## config.mk

```make
export PLATFORM = sky130hd
export DESIGN_NAME = misc_control_bank
export DESIGN_NICKNAME = d
export VERILOG_FILES = /design/src/hw/misc_pkg.sv /design/src/hw/st_if.sv /design/src/hw/self_test_seq.sv /design/src/hw/misc_control_bank.sv
export SDC_FILE = /design/constraint.sdc
export NUM_CORES = 1
export LEC_CHECK = 0
export BUFFER_PORTS_ARGS = -buffer_cell sky130_fd_sc_hd__buf_2
export CORE_ASPECT_RATIO = 1.1
export CORE_UTILIZATION = 45
export DETAILED_ROUTE_END_ITERATION = 6
export PLACE_DENSITY_LB_ADDON = 0.08
export SLEW_MARGIN = 40
export SYNTH_ARGS = -nofsm -noshare
export SYNTH_HDL_FRONTEND = slang
export SYNTH_SLANG_ARGS = --single-unit
```

## constraint.sdc

```tcl
create_clock -name mclk_i -period 5.8 [get_ports mclk_i]
set_input_delay 0.29 -clock mclk_i [delete_from_list [all_inputs] [get_ports mclk_i]]
set_output_delay 0.29 -clock mclk_i [all_outputs]
set_load 0.02 [all_outputs]
```

## src/hw/misc_pkg.sv

```systemverilog
/*
 * Constants shared by the miscellaneous control register bank and its
 * self-test sequencer: byte addresses, field positions, reset values and
 * self-test timing. Assumes a 125 MHz system clock.
 */
// Summary of operation
// Sixteen-bit control register, readable and writable
// Register reads 0x0000 until first write
// Data-ready settings survive any device reset
// Self-test enable bit 8 cleared on reset
// Bit 10 suppresses self-test at power-up/reset
// Bit 9 drives the single reverse-rotation output
// Bit 8 runs continuous self-test
// Bits 2..0: enable, polarity, pin select
// Pin active on cycle end, inactive mid-conversion
// Pin priority: misc, then alarm, then general
// Self-test pass/fail shown in status bit 5
// Self-test speeds sample period, then restores it
// Unused bits read zero, writes ignored
`default_nettype none
package misc_pkg;
   // Register location, low and high byte
   localparam logic [6:0]  MISC_ADDR_LO     = 7'h34;
   localparam logic [6:0]  MISC_ADDR_HI     = 7'h35;
   localparam logic [15:0] MISC_RESET       = 16'h0000;
   // Field positions within the 16-bit word
   localparam int          NO_BOOT_TEST_BIT = 10;
   localparam int          REVERSE_BIT      = 9;
   localparam int          TEST_ENABLE_BIT  = 8;
   localparam int          RDY_ENABLE_BIT   = 2;
   localparam int          RDY_POL_BIT      = 1;
   localparam int          RDY_SEL_BIT      = 0;
   // Self-test timing
   localparam int          CLK_KHZ          = 125000;
   localparam int          TEST_HP_MS       = 13;
   localparam int          TEST_LP_MS       = 35;
   localparam int          TEST_HP_CYCLES   = TEST_HP_MS * CLK_KHZ;
   localparam int          TEST_LP_CYCLES   = TEST_LP_MS * CLK_KHZ;
   localparam int          TEST_CNT_W       = 23;
   // Sample period while self-test runs
   localparam logic [7:0]  TEST_FAST_PERIOD = 8'h01;
endpackage
`default_nettype wire

```

## src/hw/st_if.sv

```systemverilog
/*
 * Handshake between the register bank and the self-test sequencer.
 * Assumes both ends share mclk_i.
 */
`timescale 1ns/1ns
`default_nettype none
interface test_if #(parameter int CW = 23);
   logic          start;
   logic [CW-1:0] limit;
   logic          busy;
   logic          done;
   modport ctrl (output start, output limit, input busy, input done);
   modport seq  (input start, input limit, output busy, output done);
endinterface
`default_nettype wire

```

## src/hw/self_test_seq.sv

```systemverilog
/*
 * Self-test run timer: runs for limit cycles after a start pulse, then
 * pulses done. Assumes start is ignored while a run is in progress.
 */
`timescale 1ns/1ns
`default_nettype none
module self_test_seq #(
   parameter int CW = 23
) (
   // Clock and reset
   input  wire logic mclk_i,
   input  wire logic resetn_i,
   // Control handshake
   test_if.seq       tst
);
   typedef enum logic {RUN_IDLE, RUN_BUSY} run_state_t;

   run_state_t    state;
   run_state_t    next_state;
   logic [CW-1:0] cnt;
   logic [CW-1:0] next_cnt;
   logic [CW-1:0] lim;
   logic [CW-1:0] next_lim;
   logic          busy;
   logic          next_busy;
   logic          done;
   logic          next_done;

   // Run timer; a start during a run is dropped. Length is latched at
   // start, so a mode change mid-run cannot push the count past its end.
   always_comb begin
      next_state = state;
      next_cnt   = cnt;
      next_lim   = lim;
      next_busy  = busy;
      next_done  = 1'b0;
      case (state)
         RUN_IDLE: begin
            if (tst.start) begin
               next_state = RUN_BUSY;
               next_cnt   = '0;
               next_lim   = tst.limit;
               next_busy  = 1'b1;
            end
         end
         RUN_BUSY: begin
            if (cnt == lim - CW'(1)) begin
               next_state = RUN_IDLE;
               next_busy  = 1'b0;
               next_done  = 1'b1;
            end else begin
               next_cnt = cnt + CW'(1);
            end
         end
         default: next_state = RUN_IDLE;
      endcase
   end

   always_ff @(posedge mclk_i or negedge resetn_i) begin
      if (!resetn_i) begin
         state <= RUN_IDLE;
         cnt   <= '0;
         lim   <= '0;
         busy  <= 1'b0;
         done  <= 1'b0;
      end else begin
         state <= next_state;
         cnt   <= next_cnt;
         lim   <= next_lim;
         busy  <= next_busy;
         done  <= next_done;
      end
   end

   assign tst.busy = busy;
   assign tst.done = done;
endmodule
`default_nettype wire

```

## src/hw/misc_control_bank.sv

```systemverilog
/*
 * Miscellaneous control register with data-ready pin drive, pin priority
 * against alarm and general-purpose controls, and self-test control.
 * Assumes a register port with byte writes and word reads, synchronous to mclk_i, and that
 * porn_i clears the retained (flash-backed) fields only at first power.
 */
`timescale 1ns/1ns
`default_nettype none
module misc_control_bank #(
   parameter int TEST_HP_CYCLES = misc_pkg::TEST_HP_CYCLES,
   parameter int TEST_LP_CYCLES = misc_pkg::TEST_LP_CYCLES
) (
   // Clock and resets
   input  wire logic       mclk_i,
   input  wire logic       resetn_i,
   input  wire logic       porn_i,
   // Register port
   input  wire logic       reg_wr_i,
   input  wire logic       reg_rd_i,
   input  wire logic [6:0] reg_addr_i,
   input  wire logic [7:0] reg_wdata_i,
   output logic     [15:0] reg_rdata_o,
   // Sensor processing events and status
   input  wire logic       low_power_i,
   input  wire logic       cycle_done_i,
   input  wire logic       conv_mid_i,
   input  wire logic       test_pass_i,
   input  wire logic [7:0] smpl_period_i,
   // Lower-priority claims on the auxiliary pins
   input  wire logic [1:0] alarm_claim_i,
   input  wire logic [1:0] alarm_level_i,
   input  wire logic [1:0] gpio_out_en_i,
   input  wire logic [1:0] gpio_level_i,
   // Auxiliary pins and derived controls
   output logic     [1:0]  aux_pin_o,
   output logic     [1:0]  aux_pin_oe_o,
   output logic            reverse_rotation_o,
   output logic            self_test_active_o,
   output logic            test_fail_status_o,
   output logic     [7:0]  smpl_period_o
);
   localparam int CW = misc_pkg::TEST_CNT_W;

   // Retained fields
   logic no_boot_test, next_no_boot_test;
   logic reverse,      next_reverse;
   logic rdy_en,       next_rdy_en;
   logic rdy_pol,      next_rdy_pol;
   logic rdy_sel,      next_rdy_sel;
   // Volatile state
   logic        test_enable,  next_test_enable;
   logic        boot_pending, next_boot_pending;
   logic        rdy_active,   next_rdy_active;
   logic        test_fail,    next_test_fail;
   logic [15:0] rdata,        next_rdata;
   logic [1:0]  pin,          next_pin;
   logic [1:0]  pin_oe,       next_pin_oe;
   logic        rev_q,        next_rev_q;
   logic [7:0]  period,       next_period;
   logic [15:0] word;
   logic        wr_lo;
   logic        wr_hi;

   test_if #(.CW(CW)) tst ();

   self_test_seq #(.CW(CW)) u_seq (
      .mclk_i   (mclk_i),
      .resetn_i (resetn_i),
      .tst      (tst)
   );

   assign wr_lo = reg_wr_i && (reg_addr_i == misc_pkg::MISC_ADDR_LO);
   assign wr_hi = reg_wr_i && (reg_addr_i == misc_pkg::MISC_ADDR_HI);

   // Assembled word; unused bits are constant zero
   always_comb begin
      word                                = misc_pkg::MISC_RESET;
      word[misc_pkg::NO_BOOT_TEST_BIT]    = no_boot_test;
      word[misc_pkg::REVERSE_BIT]         = reverse;
      word[misc_pkg::TEST_ENABLE_BIT]     = test_enable;
      word[misc_pkg::RDY_ENABLE_BIT]      = rdy_en;
      word[misc_pkg::RDY_POL_BIT]         = rdy_pol;
      word[misc_pkg::RDY_SEL_BIT]         = rdy_sel;
   end

   // Register writes; only defined bits of each byte are stored
   always_comb begin
      next_no_boot_test = no_boot_test;
      next_reverse      = reverse;
      next_test_enable  = test_enable;
      next_rdy_en       = rdy_en;
      next_rdy_pol      = rdy_pol;
      next_rdy_sel      = rdy_sel;
      if (wr_hi) begin
         next_no_boot_test = reg_wdata_i[misc_pkg::NO_BOOT_TEST_BIT - 8];
         next_reverse      = reg_wdata_i[misc_pkg::REVERSE_BIT - 8];
         next_test_enable  = reg_wdata_i[misc_pkg::TEST_ENABLE_BIT - 8];
      end
      if (wr_lo) begin
         next_rdy_en  = reg_wdata_i[misc_pkg::RDY_ENABLE_BIT];
         next_rdy_pol = reg_wdata_i[misc_pkg::RDY_POL_BIT];
         next_rdy_sel = reg_wdata_i[misc_pkg::RDY_SEL_BIT];
      end
   end

   // Flash-backed fields ignore device reset, only first power clears them
   always_ff @(posedge mclk_i or negedge porn_i) begin
      if (!porn_i) begin
         no_boot_test <= 1'b0;
         reverse      <= 1'b0;
         rdy_en       <= 1'b0;
         rdy_pol      <= 1'b0;
         rdy_sel      <= 1'b0;
      end else begin
         no_boot_test <= next_no_boot_test;
         reverse      <= next_reverse;
         rdy_en       <= next_rdy_en;
         rdy_pol      <= next_rdy_pol;
         rdy_sel      <= next_rdy_sel;
      end
   end

   // Self-test control: boot run unless suppressed, then continuous runs while bit 8 is set
   always_comb begin
      next_boot_pending = 1'b0;
      tst.start         = (boot_pending && !no_boot_test)
                          || (test_enable && !tst.busy);
      tst.limit         = low_power_i ? CW'(TEST_LP_CYCLES) : CW'(TEST_HP_CYCLES);
      next_test_fail    = tst.done ? !test_pass_i : test_fail;
      next_period       = tst.busy ? misc_pkg::TEST_FAST_PERIOD : smpl_period_i;
      next_rev_q        = reverse;
   end

   // Data-ready level: completion wins over a same-cycle mid-conversion
   always_comb begin
      next_rdy_active = rdy_active;
      if (cycle_done_i) begin
         next_rdy_active = 1'b1;
      end else if (conv_mid_i) begin
         next_rdy_active = 1'b0;
      end
   end

   // Pin arbitration per pin
   always_comb begin
      for (int i = 0; i < 2; i++) begin
         if (rdy_en && (rdy_sel == i[0])) begin
            next_pin[i]    = rdy_active ? rdy_pol : !rdy_pol;
            next_pin_oe[i] = 1'b1;
         end else if (alarm_claim_i[i]) begin
            next_pin[i]    = alarm_level_i[i];
            next_pin_oe[i] = 1'b1;
         end else if (gpio_out_en_i[i]) begin
            next_pin[i]    = gpio_level_i[i];
            next_pin_oe[i] = 1'b1;
         end else begin
            next_pin[i]    = 1'b0;
            next_pin_oe[i] = 1'b0;
         end
      end
   end

   // Read answer, held until the next read
   always_comb begin
      next_rdata = rdata;
      if (reg_rd_i) begin
         next_rdata = ((reg_addr_i == misc_pkg::MISC_ADDR_LO) ||
                       (reg_addr_i == misc_pkg::MISC_ADDR_HI)) ? word : 16'h0000;
      end
   end

   // Device-reset state; self-test enable is volatile
   always_ff @(posedge mclk_i or negedge resetn_i) begin
      if (!resetn_i) begin
         test_enable  <= 1'b0;
         boot_pending <= 1'b1;
         rdy_active   <= 1'b0;
         test_fail    <= 1'b0;
         rdata        <= misc_pkg::MISC_RESET;
         pin          <= 2'h0;
         pin_oe       <= 2'h0;
         rev_q        <= 1'b0;
         period       <= 8'h00;
      end else begin
         test_enable  <= next_test_enable;
         boot_pending <= next_boot_pending;
         rdy_active   <= next_rdy_active;
         test_fail    <= next_test_fail;
         rdata        <= next_rdata;
         pin          <= next_pin;
         pin_oe       <= next_pin_oe;
         rev_q        <= next_rev_q;
         period       <= next_period;
      end
   end

   // Outputs straight from flops
   assign reg_rdata_o        = rdata;
   assign aux_pin_o          = pin;
   assign aux_pin_oe_o       = pin_oe;
   assign reverse_rotation_o = rev_q;
   assign self_test_active_o = tst.busy;
   assign test_fail_status_o = test_fail;
   assign smpl_period_o      = period;
endmodule
`default_nettype wire

```

==> PnR_summary.wiki <==
{| class="wikitable"
! Metric !! Value
|-
| Run status || finished clean
|-
| Final clock period utilization by the worst path || 54.4%
|-
| TritonRoute pass-1 iters || 4
|-
| Hold Fails Final Rpt || 0
|-
| Highest Clock Rate || 317 MHz
|-
| Worst Skew || 9.84 ps
|-
| Die Ht || 89.6 um
|-
| Synth Register Bits || 57
|-
| Std cell rows || 31
|-
| H-tree level count || 3
|-
| CTS tree || built
|-
| Ratio of cells with drive above 1 in the final layout || 24.2%
|-
| Number of placed I/O pins || 71
|-
| Sequential area share after synthesis || 45.4%
|-
| Arrival time of the worst setup path || 3350 ps
|-
| Clock slew seen by the registers of the worst setup and hold paths || 70 ps
|-
| Post-Synthesis Cells || 325
|-
| Critical path endpoint category || register
|-
| Number of synthesized flops with an enable pin || 0
|-
| Distinct cell type count after synthesis || 56
|-
| Max_slew headroom || 55.7%
|-
| Syn Std Cell Area || 3140 sq um
|-
| Die Area || 7320 sq um
|-
| Number of antenna violations at the first check in global routing || 0
|-
| Diode insertion count for antenna repair || 0
|-
| Maximum count of clock buffers along a single path || 2
|-
| Total of buffers placed on input and output ports || 55
|-
| Post-DR wirelength/cell || 14.9 um
|-
| Hold WC Path Type || input port to async pin
|-
| CTS buffer count || 9
|-
| Worst Path Max Fanout || 46
|-
| Area of the core || 6670 sq um
|-
| Total vias in the final route || 2,570
|-
| Launch point of the worst path || u_seq.lim[15]$_DFFE_PN0P_
|-
| Critical path class || register to register
|-
| Violation count after the first detailed-route iteration || 162
|-
| Placement Cell Area || 3410 sq um
|-
| Count of final max-slew check failures || 0
|-
| Starting density of the core || 47.1%
|-
| Required arrival time at the worst endpoint || 6000 ps
|-
| Max-cap violation count || 0
|-
| Ys Warns || 0
|-
| Finish-stage setup viols || 0
|-
| Leakage Power || 1.66 nW
|-
| Maximum number of pins on one net before global-route repair || 53
|-
| Placed wire-length estimate after detailed placement || 4940 um
|-
| Tot GR Track Use || 21.3%
|-
| Ratio of total power to cell area || 283 nW/um^2
|-
| Depth of the most critical reg-to-reg path || 11
|-
| Maximum VDD drop || 0.170 mV
|-
| Routability congestion estimate || 0.835
|-
| Post-synthesis async set-or-reset flop share || 100%
|-
| Total power of the final layout || 1.03 mW
|-
| Number of clock sinks || 57
|-
| Minimum clock period || 3160 ps
|-
| R2R Path Start || u_seq.lim[15]$_DFFE_PN0P_
|-
| Worst slew pin tran || 665 ps
|-
| Number of vias per cell || 5.52
|-
| Highest-count cells in the layout ignoring fill and taps || 56 x dfrtp_1, 55 x buf_2, 24 x nand2_1, 20 x nand3_1, 19 x a21oi_1
|-
| Buffer count from post-CTS setup fixing || 0
|-
| Insertion delay of the later-clocked pin in the worst-skew pair || 340 ps
|-
| Setup repair after global routing missed its margin || no
|-
| Layout Nets || 423
|-
| Remaining design rule violation count || 0
|-
| Root Buffer || clkbuf_8
|-
| Commonest non-fill, non-tap cell in the layout || dfrtp_1
|-
| Post-route ant nets || 0
|-
| Total negative slack for setup checks || 0 ps
|-
| Average cell area after synthesis || 9.67 sq um
|-
| Vias in the first global route || 2,472
|-
| GRT Residual Overflow || 0
|-
| Area added between synthesis and finish || 15.3%
|-
| Most used flip-flop cell after synthesis || dfrtp_1
|-
| Wire length of the first global-routing pass || 11,600 um
|-
| Final instance area || 3620 sq um
|-
| Die span in x || 81.7 um
|-
| Startpoint class of the critical path || register
|-
| Wirelength, routed || 6930 um
|}
## where the power goes
group          switching (mW)  leakage (nW)  internal, mW
logic                  0.0881         0.835        0.0714
clock network           0.170        0.0949         0.210
registers              0.0544         0.734         0.432
total                   0.313          1.66         0.713
## final timing paths
check | to | slack [ps]
hold reg to reg | reverse_rotation_o$_DFF_PN0_ | 420
max in group asynchronous | u_seq.cnt[13]$_DFFE_PN0P_ | 5290
setup reg to reg | u_seq.cnt[7]$_DFFE_PN0P_ | 2640
setup / recovery | u_seq.cnt[7]$_DFFE_PN0P_ | 2640
hold / removal | aux_pin_oe_o[1]$_DFF_PN0_ | 50
min in group mclk_i | rdy_active$_DFFE_PN0P_ | 120
## critical path: stages, from the launching register on
cell and delay (ps):
dfrtp_1 650, inv_2 130, ha_1 350, ha_1 340, xnor2_1 130, nor3_1 160
o21ai_0 120, nor4_2 330, nand4bb_4 190, inv_4 340, or4_1 180, a21oi_1 60
## logic make-up after synthesis
kind of cell	share of synthesized area [%]
fa+ha+maj	1.59
other cells	0.119
simple gates	25.9
mux	3.11
compound gates	14.4
flops	45.4
xor+xnor	2.23
buf+inv	7.25
## through the flow
stage	util (%)	worst slack, ps	instances	hold slack (ps)
2_1_floorplan	-	3210	335	-5.59
3_3_place_gp	51.1	2700	449	113
3_5_place_dp	51.1	2660	449	113
4_1_cts	54.3	2670	466	71.4
5_1_grt	54.3	2400	466	106
6_report	54.3	2640	466	45.1
## cell usage after synthesis (2+ instances only)
| master | n | area (sq um) |
|---|---|---|
| o21ai_1 | 13 | 65.1 |
| dfrtp_1 | 56 | 1400 |
| o31ai_1 | 5 | 37.5 |
| inv_1 | 14 | 52.6 |
| nor2b_1 | 12 | 75.1 |
| o22ai_1 | 3 | 18.8 |
| nand2b_1 | 5 | 31.3 |
| or4_1 | 10 | 75.1 |
| and3_1 | 8 | 50.1 |
| nand4_1 | 7 | 43.8 |
| xor2_1 | 2 | 17.5 |
| nand4b_1 | 2 | 17.5 |
| mux2_2 | 6 | 67.6 |
| a31oi_1 | 2 | 12.5 |
| mux2i_1 | 3 | 30.0 |
| and2_1 | 2 | 12.5 |
| buf_4 | 12 | 90.1 |
| nand2_1 | 24 | 90.1 |
| or2_2 | 2 | 12.5 |
| or3_1 | 15 | 93.8 |
| a21o_1 | 3 | 22.5 |
| buf_2 | 3 | 15.0 |
| clkbuf_1 | 7 | 26.3 |
| buf_6 | 3 | 33.8 |
| a21oi_1 | 19 | 95.1 |
| xnor2_1 | 6 | 52.6 |
| o21ai_0 | 12 | 60.1 |
| nor2_1 | 13 | 48.8 |
| nand3_1 | 20 | 100 |
| ha_1 | 4 | 50.1 |
| o211ai_1 | 7 | 52.6 |
## metal layers
layer / routed length [um] / share of wire (%) / up-vias / track usage (%)
met5: 0 / 0 / - / 0
met4: 122 / 1.8 / 0 / 9.57
met3: 370 / 5.3 / 13 / 5.05
met2: 3250 / 47 / 70 / 33.8
met1: 3190 / 46 / 1225 / 27.7
li1: - / - / 1262 / -
## layout make-up
| cell class | count | area, sq um |
|---|---|---|
| fill | 618 | 3050 |
| multi-input combinational | 237 | 1520 |
| sequential | 57 | 1430 |
| timing repair buffer | 58 | 300 |
| clock buffer | 10 | 138 |
| tap | 82 | 103 |
| clock inverter | 6 | 66.3 |
| inverter | 16 | 62.6 |
## flip-flops by register name, summed over array words and instances (netlist names), 2 cells and up
signal,cells
aux_pin_o,2
aux_pin_oe_o,2
reg_rdata_o,6
smpl_period_o,8
u_seq.cnt,23
u_seq.lim,3
## timing repair
item,CTS,global route
hold buffers,1,0
gates resized for setup,0,0
endpoints found under the setup margin,0,0
hold endpoints to repair,5,0
Note: power is estimated with default switching activity, not from simulation.
